`src/common/ssnc_pkg.sv`:
```
package ssnc_pkg;

	// ----------------------------------------------------------------
	// Register map
	// ----------------------------------------------------------------
	localparam logic [1:0] SSNC_OFS_GCR    = 2'h0;
	localparam logic [1:0] SSNC_OFS_MUX    = 2'h1;
	localparam logic [1:0] SSNC_OFS_STATUS = 2'h2;

	localparam logic [7:0] SSNC_GCR_RESET  = 8'h03;
	localparam logic [5:0] SSNC_MUX_RESET  = 6'h2d;
	// Mux code that selects pass-through and acts as software reset
	localparam logic [5:0] SSNC_MUX_PASSTHRU = 6'h2d;

	// Field positions of the general control register
	localparam int SSNC_GCR_LINE_POL  = 0;
	localparam int SSNC_GCR_FRAME_POL = 1;
	localparam int SSNC_GCR_SPLIT     = 2;
	localparam int SSNC_GCR_NIBBLE    = 3;
	localparam int SSNC_GCR_PEDESTAL  = 4;
	localparam int SSNC_GCR_GREEN_SYN = 5;
	localparam int SSNC_GCR_BIG_END   = 6;
	localparam int SSNC_GCR_INDICATOR = 7;

	// ----------------------------------------------------------------
	// Timing
	// ----------------------------------------------------------------
	localparam int SSNC_CLK_PERIOD_NS    = 100;
	localparam int SSNC_PULSE_START_NS   = 20;
	localparam int SSNC_PULSE_HIGH_NS    = 15;
	// Longest start time rounds down, never below one cycle
	localparam int SSNC_PULSE_START_CYC  =
		(SSNC_PULSE_START_NS / SSNC_CLK_PERIOD_NS) < 1 ? 1 :
		(SSNC_PULSE_START_NS / SSNC_CLK_PERIOD_NS);
	// Least high time rounds up
	localparam int SSNC_PULSE_HIGH_CYC   =
		(SSNC_PULSE_HIGH_NS + SSNC_CLK_PERIOD_NS - 1) / SSNC_CLK_PERIOD_NS;

	localparam int SSNC_PIX_W = 32;

	// ----------------------------------------------------------------
	// Types
	// ----------------------------------------------------------------
	typedef struct packed {
		logic indicator;
		logic big_endian;
		logic green_sync;
		logic pedestal;
		logic nibble_en;
		logic split_en;
		logic frame_pol;
		logic line_pol;
	} ssnc_gcr_s;

	// Active-low control inputs, as sampled
	typedef struct packed {
		logic retrace_n;
		logic frame_n;
		logic line_n;
	} ssnc_ctl_s;

	localparam ssnc_ctl_s SSNC_CTL_IDLE = 3'h7;

endpackage

```
`src/core/ssnc_sync.sv`:
```
`timescale 1ns/1ps
module ssnc_sync
	import ssnc_pkg::*;
#(
	parameter int          W   = 1,
	parameter logic [W-1:0] RST = '0
)(
	input  wire logic         clk,
	input  wire logic         reset,
	input  wire logic [W-1:0] async_in,
	output logic      [W-1:0] sync_out
);

	logic [W-1:0] s1_q, s2_q, s3_q, out_q;
	logic [W-1:0] out_d;

	// ----------------------------------------------------------------
	// Accept a change only once the second and third stages agree
	// ----------------------------------------------------------------
	generate
		for (genvar i = 0; i < W; i++)
		begin : g_bit
			assign out_d[i] = (s2_q[i] == s3_q[i]) ? s3_q[i] : out_q[i];
		end
	endgenerate

	always_ff @(posedge clk)
	begin
		if (reset)
		begin
			s1_q  <= RST;
			s2_q  <= RST;
			s3_q  <= RST;
			out_q <= RST;
		end
		else
		begin
			s1_q  <= async_in;
			s2_q  <= s1_q;
			s3_q  <= s2_q;
			out_q <= out_d;
		end
	end

	assign sync_out = out_q;

endmodule // ssnc_sync

```
`src/core/ssnc_core.sv`:
```
// Our own choices: the plain strobed port and the placing of the registers.
`timescale 1ns/1ps
module ssnc_core
	import ssnc_pkg::*;
(
	input  wire logic                  clk,
	input  wire logic                  reset,
	input  wire logic [1:0]            reg_addr,
	input  wire logic [7:0]            reg_wdata,
	input  wire logic                  reg_write,
	input  wire logic                  reg_read,
	output logic      [7:0]            reg_rdata,
	input  wire logic                  video_ctrl_clock,
	input  wire logic                  pass_clock_in,
	input  wire logic                  line_sync_in_n,
	input  wire logic                  frame_sync_in_n,
	input  wire logic                  retrace_gate_in_n,
	input  wire logic                  split_or_nibble_flag,
	input  wire logic [SSNC_PIX_W-1:0] pixel_in,
	input  wire logic                  shift_clock_base,
	output logic                       shift_clock,
	output logic [SSNC_PIX_W-1:0]      pixel_out,
	output logic                       line_sync_out,
	output logic                       frame_sync_out,
	output logic                       retrace_gate_out_n,
	output logic                       green_current_output,
	output logic                       pedestal_out,
	output logic                       big_endian_out,
	output logic                       passthrough_indicator_out
);

	// ----------------------------------------------------------------
	// Input synchronisers
	// ----------------------------------------------------------------
	localparam int SW = 6 + SSNC_PIX_W;
	logic [SW-1:0] sync_raw, sync_val;
	ssnc_ctl_s     ctl_s;
	logic          vctl_s, pclk_s, flag_s;
	logic [SSNC_PIX_W-1:0] pix_s;

	assign sync_raw = {video_ctrl_clock, pass_clock_in, split_or_nibble_flag,
		retrace_gate_in_n, frame_sync_in_n, line_sync_in_n, pixel_in};

	ssnc_sync #(
		.W   (SW),
		.RST ({6'h07, {SSNC_PIX_W{1'b0}}})
	) u_sync (
		.clk      (clk),
		.reset    (reset),
		.async_in (sync_raw),
		.sync_out (sync_val)
	);

	assign {vctl_s, pclk_s, flag_s} = sync_val[SW-1 -: 3];
	assign ctl_s = sync_val[SSNC_PIX_W +: 3];
	assign pix_s = sync_val[SSNC_PIX_W-1:0];

	// ----------------------------------------------------------------
	// State
	// ----------------------------------------------------------------
	ssnc_gcr_s gcr_q, gcr_d;
	logic [5:0] mux_q, mux_d;
	logic [7:0] rdata_q, rdata_d;
	logic vctl_prev_q, vctl_prev_d, pclk_prev_q, pclk_prev_d;
	logic flag_prev_q, flag_prev_d;
	ssnc_ctl_s lat_q, lat_d, mid_q, mid_d;
	logic [SSNC_PIX_W-1:0] plat_q, plat_d, pmid_q, pmid_d, pout_q, pout_d;
	logic line_q, line_d, frame_q, frame_d, retr_q, retr_d;
	logic green_q, green_d, ped_q, ped_d, bige_q, bige_d;
	logic ind_q, ind_d, extra_q, extra_d, sclk_q, sclk_d;

	logic passthru, sample, soft_rst, nibble_on, split_on;
	logic [SSNC_PIX_W-1:0] pix_ord, pix_nib;

	assign passthru  = (mux_q == SSNC_MUX_PASSTHRU);
	assign nibble_on = gcr_q.nibble_en && !gcr_q.split_en;
	assign split_on  = gcr_q.split_en && !gcr_q.nibble_en;
	// Latch strobe per mode
	assign sample    = passthru ? (pclk_s && !pclk_prev_q)
		: (vctl_prev_q && !vctl_s);
	assign soft_rst  = reg_write && (reg_addr == SSNC_OFS_MUX)
		&& (reg_wdata[5:0] == SSNC_MUX_PASSTHRU);

	// ----------------------------------------------------------------
	// Byte order and nibble selection
	// ----------------------------------------------------------------
	generate
		for (genvar i = 0; i < SSNC_PIX_W; i++)
		begin : g_order
			// Big-endian buses arrive bit-reversed
			assign pix_ord[i] = gcr_q.big_endian ?
				pix_s[SSNC_PIX_W-1-i] : pix_s[i];
		end
		for (genvar b = 0; b < SSNC_PIX_W/8; b++)
		begin : g_nib
			// Upper or lower nibble, top four zeroed
			assign pix_nib[8*b +: 8] = {4'h0, flag_s ?
				plat_q[8*b+4 +: 4] : plat_q[8*b +: 4]};
		end
	endgenerate

	// ----------------------------------------------------------------
	// Registers and pipeline
	// ----------------------------------------------------------------
	always_comb
	begin
		gcr_d       = gcr_q;
		mux_d       = mux_q;
		rdata_d     = 8'h00;
		vctl_prev_d = vctl_s;
		pclk_prev_d = pclk_s;
		flag_prev_d = flag_s;
		lat_d  = lat_q;
		mid_d  = mid_q;
		plat_d = plat_q;
		pmid_d = pmid_q;
		pout_d = pout_q;
		if (reg_write && reg_addr == SSNC_OFS_GCR)
			gcr_d = reg_wdata;
		if (reg_write && reg_addr == SSNC_OFS_MUX)
			mux_d = reg_wdata[5:0];
		if (soft_rst)
			gcr_d = SSNC_GCR_RESET;
		if (reg_read)
		begin
			unique case (reg_addr)
				SSNC_OFS_GCR:    rdata_d = gcr_q;
				SSNC_OFS_MUX:    rdata_d = {2'h0, mux_q};
				SSNC_OFS_STATUS: rdata_d = {3'h0, passthru, flag_s,
					mid_q.retrace_n, mid_q.frame_n, mid_q.line_n};
				default:         rdata_d = 8'h00;
			endcase
		end
		// Control and data share the same stages
		if (sample)
		begin
			lat_d  = ctl_s;
			plat_d = pix_ord;
			mid_d  = lat_q;
			// Nibble select ignores the mux mode
			pmid_d = nibble_on ? pix_nib : plat_q;
			pout_d = pmid_q;
		end
		if (soft_rst)
		begin
			lat_d  = SSNC_CTL_IDLE;
			mid_d  = SSNC_CTL_IDLE;
			plat_d = '0;
			pmid_d = '0;
			pout_d = '0;
		end
	end

	// ----------------------------------------------------------------
	// Output stage
	// ----------------------------------------------------------------
	always_comb
	begin
		line_d  = line_q;
		frame_d = frame_q;
		retr_d  = retr_q;
		green_d = green_q;
		if (sample)
		begin
			// Pass-through forwards as is else true/complement
			line_d  = passthru ? mid_q.line_n
				: (gcr_q.line_pol ? !mid_q.line_n : mid_q.line_n);
			frame_d = passthru ? mid_q.frame_n
				: (gcr_q.frame_pol ? !mid_q.frame_n : mid_q.frame_n);
			retr_d  = mid_q.retrace_n;
			// Any active sync kills the current, blank ignored
			green_d = gcr_q.green_sync && mid_q.line_n && mid_q.frame_n;
		end
		ped_d  = gcr_q.pedestal;
		bige_d = gcr_q.big_endian;
		ind_d  = passthru ? 1'b0 : gcr_q.indicator;
		// One pulse per synchronised rising edge
		extra_d = split_on && flag_s && !flag_prev_q;
		// Low flag leaves the base clock untouched
		sclk_d  = shift_clock_base || extra_d;
	end

	always_ff @(posedge clk)
	begin
		if (reset)
		begin
			gcr_q       <= SSNC_GCR_RESET;
			mux_q       <= SSNC_MUX_RESET;
			rdata_q     <= 8'h00;
			vctl_prev_q <= 1'b0;
			pclk_prev_q <= 1'b0;
			flag_prev_q <= 1'b0;
			lat_q       <= SSNC_CTL_IDLE;
			mid_q       <= SSNC_CTL_IDLE;
			plat_q      <= '0;
			pmid_q      <= '0;
			pout_q      <= '0;
			line_q      <= 1'b0;
			frame_q     <= 1'b0;
			retr_q      <= 1'b1;
			green_q     <= 1'b0;
			ped_q       <= 1'b0;
			bige_q      <= 1'b0;
			ind_q       <= 1'b0;
			extra_q     <= 1'b0;
			sclk_q      <= 1'b0;
		end
		else
		begin
			gcr_q       <= gcr_d;
			mux_q       <= mux_d;
			rdata_q     <= rdata_d;
			vctl_prev_q <= vctl_prev_d;
			pclk_prev_q <= pclk_prev_d;
			flag_prev_q <= flag_prev_d;
			lat_q       <= lat_d;
			mid_q       <= mid_d;
			plat_q      <= plat_d;
			pmid_q      <= pmid_d;
			pout_q      <= pout_d;
			line_q      <= line_d;
			frame_q     <= frame_d;
			retr_q      <= retr_d;
			green_q     <= green_d;
			ped_q       <= ped_d;
			bige_q      <= bige_d;
			ind_q       <= ind_d;
			extra_q     <= extra_d;
			sclk_q      <= sclk_d;
		end
	end

	assign reg_rdata                 = rdata_q;
	assign shift_clock               = sclk_q;
	assign pixel_out                 = pout_q;
	assign line_sync_out             = line_q;
	assign frame_sync_out            = frame_q;
	assign retrace_gate_out_n        = retr_q;
	assign green_current_output      = green_q;
	assign pedestal_out              = ped_q;
	assign big_endian_out            = bige_q;
	assign passthrough_indicator_out = ind_q;
endmodule // ssnc_core

```
`config.mk`:
```
export PLATFORM = sky130hd
export DESIGN_NAME = ssnc_core
export DESIGN_NICKNAME = d
export VERILOG_FILES = /design/src/common/ssnc_pkg.sv /design/src/core/ssnc_sync.sv /design/src/core/ssnc_core.sv
export SDC_FILE = /design/constraint.sdc
export NUM_CORES = 1
export LEC_CHECK = 0
export BUFFER_PORTS_ARGS = -buffer_cell sky130_fd_sc_hd__buf_2
export CORE_UTILIZATION = 30
export DETAILED_ROUTE_END_ITERATION = 12
export GPL_ROUTABILITY_DRIVEN = 0
export SETUP_SLACK_MARGIN = 0.1
export SKIP_CTS_REPAIR_TIMING = 1
export SLEW_MARGIN = 20
export SYNTH_ARGS = -nofsm -noshare
export SYNTH_HDL_FRONTEND = slang
export SYNTH_SLANG_ARGS = --single-unit
```
`constraint.sdc`:
```
create_clock -name clk -period 1.7 [get_ports clk]
set_input_delay 0.085 -clock clk [delete_from_list [all_inputs] [get_ports clk]]
set_output_delay 0.085 -clock clk [all_outputs]
set_load 0.1 [all_outputs]
```
* Word-level counts from Yosys, hierarchy flattened
Cells that the tools add are included.
W data, S select, Z words.
** Cells by class
- Bitwise logic cells :: 1
- Multiplexer cells :: 43
- Reductions and logical operators :: 23
- Equality and inequality tests :: 42
** Operators by type and width (number)
- $eq A1 B1 Y1 :: 38
- $mux W1 :: 37
- $mux W32 :: 1
- $pmux W8 S3 :: 1
- $mux W4 :: 4
- $eq A6 B6 Y1 const B :: 2
- $logic_and A1 B1 Y1 :: 11
- $logic_not A1 Y1 :: 7
- $reduce_or A2 Y1 :: 3
- $eq A2 B1 Y1 const B :: 1
- $eq A2 B2 Y1 const B :: 1
- $logic_not A2 Y1 :: 1
- $logic_or A1 B1 Y1 :: 1
- $not A1 Y1 :: 1
** Storage, ports and cells
- Input bits :: 53
- Word-level logic and storage cells :: 180
- Output and inout bits :: 48
- Flip-flop bits (word level) :: 287

* Depth between registers and ports, before layout
Gate-level depths: netlist of the first run.
- Depth after elaboration :: 5
- Mapped depth :: 6
- Gate-level depth less buffers :: 4

* Hierarchy
A second synthesis of the first run with hierarchy kept.
** Second synthesis, totals
- Cells, all modules :: 1020
- Area, all modules :: 10307.4 um^2
** By module, submodules not included
- ssnc_core :: sequential area each 2702.6 um^2, area each 5909.4 um^2, cells an instance 623, times used 1
- ssnc_sync :: sequential area each 3042.9 um^2, area each 4398.0 um^2, cells an instance 397, times used 1

* Least setup slack after synthesis of the first run
No wires, ideal clock.
- Path type :: register to register
- Start point :: register mux_q[0]
- End point :: register plat_q[1]
- Buffers on the path :: 2
- Setup time :: 0.145 ns
- Arrival :: 1.497 ns
- Stages on the path, launching flop included :: 7
- Path slack :: 0.058 ns
- Cell sequence :: dfxtp_1 > nand4b_4 > or4_4 > buf_6 > nand2_8 > buf_8 > a211oi_2
** On the way
- Longest elaborated chain between the ends :: 2
** RTL lines
- from (decl) :: RTL line ssnc_core.sv:62 : logic [5:0] mux_q, mux_d;
- from (signal assigned) :: RTL line ssnc_core.sv:211 : mux_q <= mux_d;
- $eq A6 B6 Y1 :: RTL line ssnc_core.sv:75 : assign passthru = (mux_q == SSNC_MUX_PASSTHRU);
- $mux W1 :: RTL line ssnc_core.sv:79 : assign sample = passthru ? (pclk_s && !pclk_prev_q)
- to (signal assigned) :: RTL line ssnc_core.sv:218 : plat_q <= plat_d;
- to (decl) :: RTL line ssnc_core.sv:67 : logic [SSNC_PIX_W-1:0] plat_q, plat_d, pmid_q, pmid_d, pout_q, pout_d;
No other way between the ends.
A chain may end at the register's enable or synchronous reset.

* Worst setup path in the final report of the first run
- Start point :: register mux_q[1]
- End point :: register plat_q[24]
Same word-level chain as after synthesis.

==> qor.csv, run 1 <==
stage,metric,value,unit
worst_setup_path,Worst EP required,2170,ps
finish,P&R area growth vs syn,33.86,%
worst_setup_path,Startpoint Class,register,
synth,mux contribution to synthesized area,0.06506,
floorplanning,Ports,101,
timing,Slew @ Worst Pin,587.7,ps
synth,largest family of logic cells by synthesized area,simple AND/OR/NAND/NOR gates,
synth,Synth Area in Compound Gates,0.1592,
synth,number of synthesized flops with an enable pin,0,
synth,most frequent cell after synthesis,dfxtp_1,
power_and_ir_drop,Pint,11.88,mW
worst_setup_path,Crit Path Class,register to register,
place,Port Buffers,100,
synth,Synth cell types,42,
power_and_ir_drop,Sw Share,0.2100,
synth,sequential area share after synthesis,0.5584,
timing,worst clock skew,17.87,ps
route,final wirelength,24690,microns
timing,final setup vio count,11,
global_route,wire length of the first global-routing pass,35560,microns
floorplanning,Die X,187.2,microns
route,DR iter-0 viols,524,
power_and_ir_drop,net switching power,3.158,mW
synth,Synth Register Bits,287,
finish,fraction of layout cells with a size suffix above 1,0.2694,
worst_setup_path,Critical Path End Type,register,
hold_path,WHS Path Cells,3,
hold_path,Hold Crit Class,input port to register,
finish,final non-filler cell total,1658,
outcome,outcome,finished with violations,
synth,largest area contributor in the netlist,dfxtp_1,
global_route,initial antenna violation count,0,
floorplanning,# rows,67,
worst_setup_path,WP data arrival,2180,ps
route,final antenna-violating net count,0,
timing,minimum clock period after layout,1713,ps
worst_setup_path,Reg2Reg Depth,7,
timing,"Slew Viols, Final",0,
power_and_ir_drop,leak pwr,5.082,nW
synth,Synth top cells by count,"dfxtp_1, nor2b_1, a21oi_1",
finish,final core utilization,0.4097,
timing,period utilisation layout,1.008,
timing,RSZ-0062 raised after global routing,yes,
synth,Post-Synth Simple-Gate Area,0.1699,
clock_network,clk slew on worst S/H paths,60,ps
clock_network,Num CTS Buffers,31,
synth,Syn Nets,1066,
place,HPWL Detailed,14070,microns
finish,nets,1238,
route,DRC violations left,0,
global_route,total grt overflow,0,
route,WL/cell,14.89,microns
timing,Hold Slack,-37.49,ps
power_and_ir_drop,worst vdd ir,836.0,uV
clock_network,latest clock arrival within the worst-skew pair,560,ps
worst_setup_path,crit path max fanout,9,
global_route,largest net degree at the start of global routing,64,
route,router iterations before antenna repair,5,
power_and_ir_drop,Comb pwr share,0.043,
synth,Post-Synth XOR/XNOR Area,0.001703,
floorplanning,core area,33620,sq um
synth,Synthesis Warnings,0,
floorplanning,die area,35040,sq um
timing,final hold vios,6,
synth,async set or reset register ratio after synthesis,0,
place,Inst Count DP,1512,
synth,cells after synthesis,1013,
clock_network,CTS root buffer,clkbuf_16,
floorplanning,Chip Height,187.2,microns
timing,worst setup margin,-13.15,ps
clock_network,TritonCTS clock tree,built,
synth,Synth Cell Area,10290,sq um
timing,Fmax,0.5837,GHz
power_and_ir_drop,Clk pwr share,0.496,
global_route,vias in the first global route,6794,
power_and_ir_drop,sequential share of power,0.461,
global_route,GR Util All Layers,0.1210,
route,via count,7779,
place,DP Worst Slack,25.46,ps
clock_network,H-Tree Level Count,1,
clock_network,# clock sinks,287,
synth,share of the synthesized area in the top cell type,0.5584,
run,max cap viols,0,
synth,syn avg cell area,10.16,sq um
route,Vias/cell,4.692,
power_and_ir_drop,Pwr per Cell Area,1092,nW/um^2
synth,Synth area leaders,"dfxtp_1, nor2b_1, a21oi_1",
outcome,failing checks,"negative hold slack, negative setup slack",
synth,adder-cell share of the synthesized area,0,
floorplanning,Initial Util,0.3061,
clock_network,CTS Buffer Depth,3,
finish,Diodes inserted,0,
timing,Rel. slew slack,0.6109,
synth,ys flop type,dfxtp_1,
## power by group through the flow
stage               Clock [mW]  Sequential (mW)  Combinational [mW]
floorplan                    0             7.12               0.310
global placement             0             7.08               0.536
detailed placement           0             7.08               0.539
CTS                       7.63             6.93               0.540
global route              7.87             6.94               0.704
finish                    7.46             6.93               0.648
## placed cells by master (no fill, tap or decap), drive strengths merged, types with 2 or more instances in the layout
cell type    instances
nand2               43
a221oi               2
nor2b              116
mux2                15
nor2                29
bufinv               7
nand2b               3
o21ai               92
dfxtp              287
or2                 10
o211ai              16
o21bai               3
clkbuf              45
dlygate4sd3         55
buf                154
a211o                4
nand3               76
clkinv              10
inv                  2
nor3b                2
mux2i               50
xor2                 2
or4                  2
nor3                33
a21oi              107
nor4b                2
a211oi              32
## worst paths after layout
check	end	slack, ps	startpoint
min reg2reg	u_sync.s2_q[32]	410	u_sync.s1_q[32]
max reg2reg	plat_q[24]	-10	mux_q[1]
min	reg_rdata[2]	-40	reg_read
max	plat_q[24]	-10	mux_q[1]
## cell families (layout without fill, tap and decap cells)
logic type	Yosys count	in the layout
xor+xnor	2	2
flops	287	287
simple gates	317	322
compound gates	260	260
buf+inv	82	274
mux	65	65
## metrics by stage
stage	power, mW	instance area [sq um]	hold WS [ps]	setup TNS (ps)
floorplan	7.426	10290	188.8	0
global placement	7.611	11320	270.7	0
detailed placement	7.619	11320	271.2	0
CTS	15.10	12490	-314.1	0
global route	15.51	13770	13.92	-1779
finish	15.04	13770	-37.49	-54.95
## critical path, cell delays in order (launching register included)
cell	delay, ps
dfxtp_2	320
nand4b_4	220
buf_4	200
o21ai_4	230
clkbuf_16	230
nand2_8	90
buf_4	170
a211oi_2	160
## sequential cells by signal (all words and copies together), names as in the netlist, 6 cells and up
signal	flops
u_sync.s1_q	38
gcr_q	6
u_sync.s3_q	38
plat_q	32
u_sync.s2_q	38
mux_q	6
pixel_out	32
reg_rdata	8
u_sync.sync_out	38
pmid_q	32
## per-layer routing
layer,routed length (microns),part of all wire,vias to the layer above,global-route usage
met2,10320,0.42,202,0.1690
met3,1148,0.046,42,0.02045
li1,-,-,3895,-
met1,12560,0.51,3640,0.1857
met4,658,0.027,0,0.03783
met5,0,0,-,0
## final cells by class
cell class,instances,area (sq um)
Tap cell,448,560.5
Fill cell,3256,19840
Clock buffer,38,872.1
Timing Repair Buffer,216,1952
Sequential cell,287,5757
Clock inverter,20,295.3
Multi-Input combinational cell,649,4335
(Power assumes the default switching activity.)
==> run 2: changes to the inputs <==
--- a/config.mk
+++ b/config.mk
@@ -9,6 +9,7 @@
 export CORE_UTILIZATION = 30
 export DETAILED_ROUTE_END_ITERATION = 12
 export GPL_ROUTABILITY_DRIVEN = 0
+export PLACE_DENSITY = 0.5
 export SETUP_SLACK_MARGIN = 0.1
 export SKIP_CTS_REPAIR_TIMING = 1
 export SLEW_MARGIN = 20
==> run 2 against run 1 <==
  * The flow finishes with violations (negative setup slack)
  * Setup slack better by 13 ps
  * Final cell count up 0.12%
  * Hold slack better by 160 ps
  * Sequential share of layout area down 0.091 points
  * Flip-flop and latch count unchanged
  * Critical path type unchanged
  * Critical endpoint is now pmid_q[9]
  * Highest routed layer unchanged
==> qor.csv, run 2 (synthesized netlist as in run 1, its figures left out) <==
stage,metric,value,unit,change
clock_network,# clock sinks,287,,unchanged
finish,"commonest non-fill, non-tap cell in the layout",dfxtp_1,,unchanged
worst_setup_path,Worst path max stage delay,650,ps,was 320 ps
timing,worst clock skew,8.918,ps,was 17.87 ps
global_route,initial antenna violation count,0,,unchanged
floorplanning,die area,35040,sq um,unchanged
power_and_ir_drop,Pwr per Cell Area,1068,nW/um^2,was 1092 nW/um^2
clock_network,latest clock arrival within the worst-skew pair,560,ps,about the same
power_and_ir_drop,worst vdd ir,737.7,uV,was 836.0 uV
worst_setup_path,Startpoint Class,register,,unchanged
hold_path,WHS Path Cells,4,,was 3
outcome,failing checks,negative setup slack,,"was negative hold slack, negative setup slack"
worst_setup_path,Top delay family on crit path,simple AND/OR/NAND/NOR gates,,was buffers and inverters
finish,P&R area growth vs syn,34.15,%,was 33.86%
worst_setup_path,cell count along the critical path,5,,was 7
floorplanning,Ports,101,,unchanged
worst_setup_path,Crit Path Class,register to register,,unchanged
place,Port Buffers,100,,unchanged
route,DRC violations left,0,,unchanged
clock_network,CTS Buffer Depth,3,,unchanged
place,HPWL Detailed,14160,microns,was 14070 microns
power_and_ir_drop,leak pwr,5.110,nW,was 5.082 nW
timing,Slew @ Worst Pin,563.5,ps,was 587.7 ps
finish,final core utilization,0.4106,,was 0.4097
timing,Fmax,0.5881,GHz,was 0.5837 GHz
outcome,outcome,finished with violations,,unchanged
global_route,largest net degree at the start of global routing,83,,was 64
timing,final hold vios,0,,was 6
worst_setup_path,critical path cell sequence,"nand4b_4, or4_4, clkbuf_16, nand3_1, a21oi_1",,"was nand4b_4, buf_4, o21ai_4, clkbuf_16, nand2_8, buf_4, a211oi_2"
timing,Hold Slack,118.2,ps,was -37.49 ps
finish,Diodes inserted,0,,unchanged
floorplanning,Chip Height,187.2,microns,unchanged
timing,"Slew Viols, Final",0,,unchanged
floorplanning,Die X,187.2,microns,unchanged
route,via count,7654,,was 7779
floorplanning,Initial Util,0.3061,,unchanged
floorplanning,core area,33620,sq um,unchanged
worst_setup_path,crit path max fanout,7,,was 9
worst_setup_path,"Slowest-stage cell, CP",or4_4,,was dfxtp_2
worst_setup_path,Buf/Inv on CP,1,,was 3
floorplanning,# rows,67,,unchanged
route,WL/cell,14.74,microns,was 14.89 microns
finish,fraction of layout cells with a size suffix above 1,0.2698,,was 0.2694
finish,"commonest non-fill, non-tap cells in the layout","dfxtp_1, nor2b_1, a21oi_1",,unchanged
route,Vias/cell,4.611,,was 4.692
global_route,total grt overflow,0,,unchanged
route,router iterations before antenna repair,5,,unchanged
clock_network,Num CTS Buffers,31,,unchanged
finish,nets,1240,,was 1238
route,final antenna-violating net count,0,,unchanged
finish,final non-filler cell total,1660,,was 1658
timing,worst setup margin,-0.3841,ps,was -13.15 ps
clock_network,CTS root buffer,clkbuf_16,,unchanged
timing,final setup vio count,1,,was 11
clock_network,clk slew on worst S/H paths,60,ps,about the same
global_route,GR Util All Layers,0.1219,,was 0.1210
place,Inst Count DP,1517,,was 1512
global_route,vias in the first global route,6648,,was 6794
run,max cap viols,0,,unchanged
route,DR iter-0 viols,452,,was 524
route,final wirelength,24470,microns,was 24690 microns
worst_setup_path,Reg2Reg Depth,5,,was 7
worst_setup_path,Worst EP required,2120,ps,was 2170 ps
place,DP Worst Slack,-5.396,ps,was 25.46 ps
hold_path,Hold Crit Class,input port to register,,unchanged
timing,Rel. slew slack,0.6269,,was 0.6109
timing,minimum clock period after layout,1700,ps,was 1713 ps
clock_network,H-Tree Level Count,1,,unchanged
timing,period utilisation layout,1.000,,was 1.008
clock_network,TritonCTS clock tree,built,,unchanged
worst_setup_path,WP data arrival,2120,ps,was 2180 ps
timing,RSZ-0062 raised after global routing,yes,,unchanged
global_route,wire length of the first global-routing pass,35510,microns,was 35560 microns
worst_setup_path,Critical Path End Type,register,,unchanged
[run 2: cell types whose count changed in the layout (fill, tap and decap cells not counted), sizes merged, moves of 2 or more]
cell	delta
bufinv	-3
clkbuf	+12
dlygate4sd3	+2
buf	-3
clkinv	-4
[run 2: path summary, 6_finish.rpt]
path | from | slack [ps] | to
hold reg to reg | u_sync.s1_q[33] | 410 | u_sync.s2_q[33]
setup reg to reg | mux_q[1] | -0.4 | pmid_q[9]
setup / recovery | mux_q[1] | -0.4 | pmid_q[9]
hold / removal | reg_write | 120 | mux_q[3]
[run 2: cell type report]
class,count,area (sq um)
well taps,448,560.5
clock buffers,46,942.2
fillers,3294,19810
multi-input cells,648,4335
clock inverters,12,177.7
repair buffers,219,2029
flip-flops and latches,287,5757
[run 2: metrics by stage]
step | setup TNS (ps) | power [mW] | area (sq um)
global placement | 0 | 7.607 | 11350
global route | -542.3 | 15.28 | 13800
floorplan | 0 | 7.426 | 10290
finish | -0.3841 | 14.74 | 13800
detailed placement | -7.364 | 7.613 | 11350
CTS | -32.88 | 14.81 | 12470
[run 2: worst reg2reg max path, stage by stage, from the launching register on]
cell       delay (ps)
dfxtp_2           320
nand4b_4          210
or4_4             650
clkbuf_16         230
nand3_1            80
a21oi_1            80
[run 2: metal layers]
metal / share of wire / global-route usage / vias up / wire [microns]
met3: 0.039 / 0.02195 / 48 / 955
met4: 0.025 / 0.03625 / 0 / 617
met2: 0.42 / 0.1674 / 138 / 10210
met1: 0.52 / 0.1894 / 3568 / 12690
met5: 0 / 0 / - / 0
li1: - / - / 3900 / -
[run 2: report_power, final]
part           internal, mW  switching [mW]
sequential             6.87          0.0621
clock                  4.44            2.71
combinational         0.319           0.345
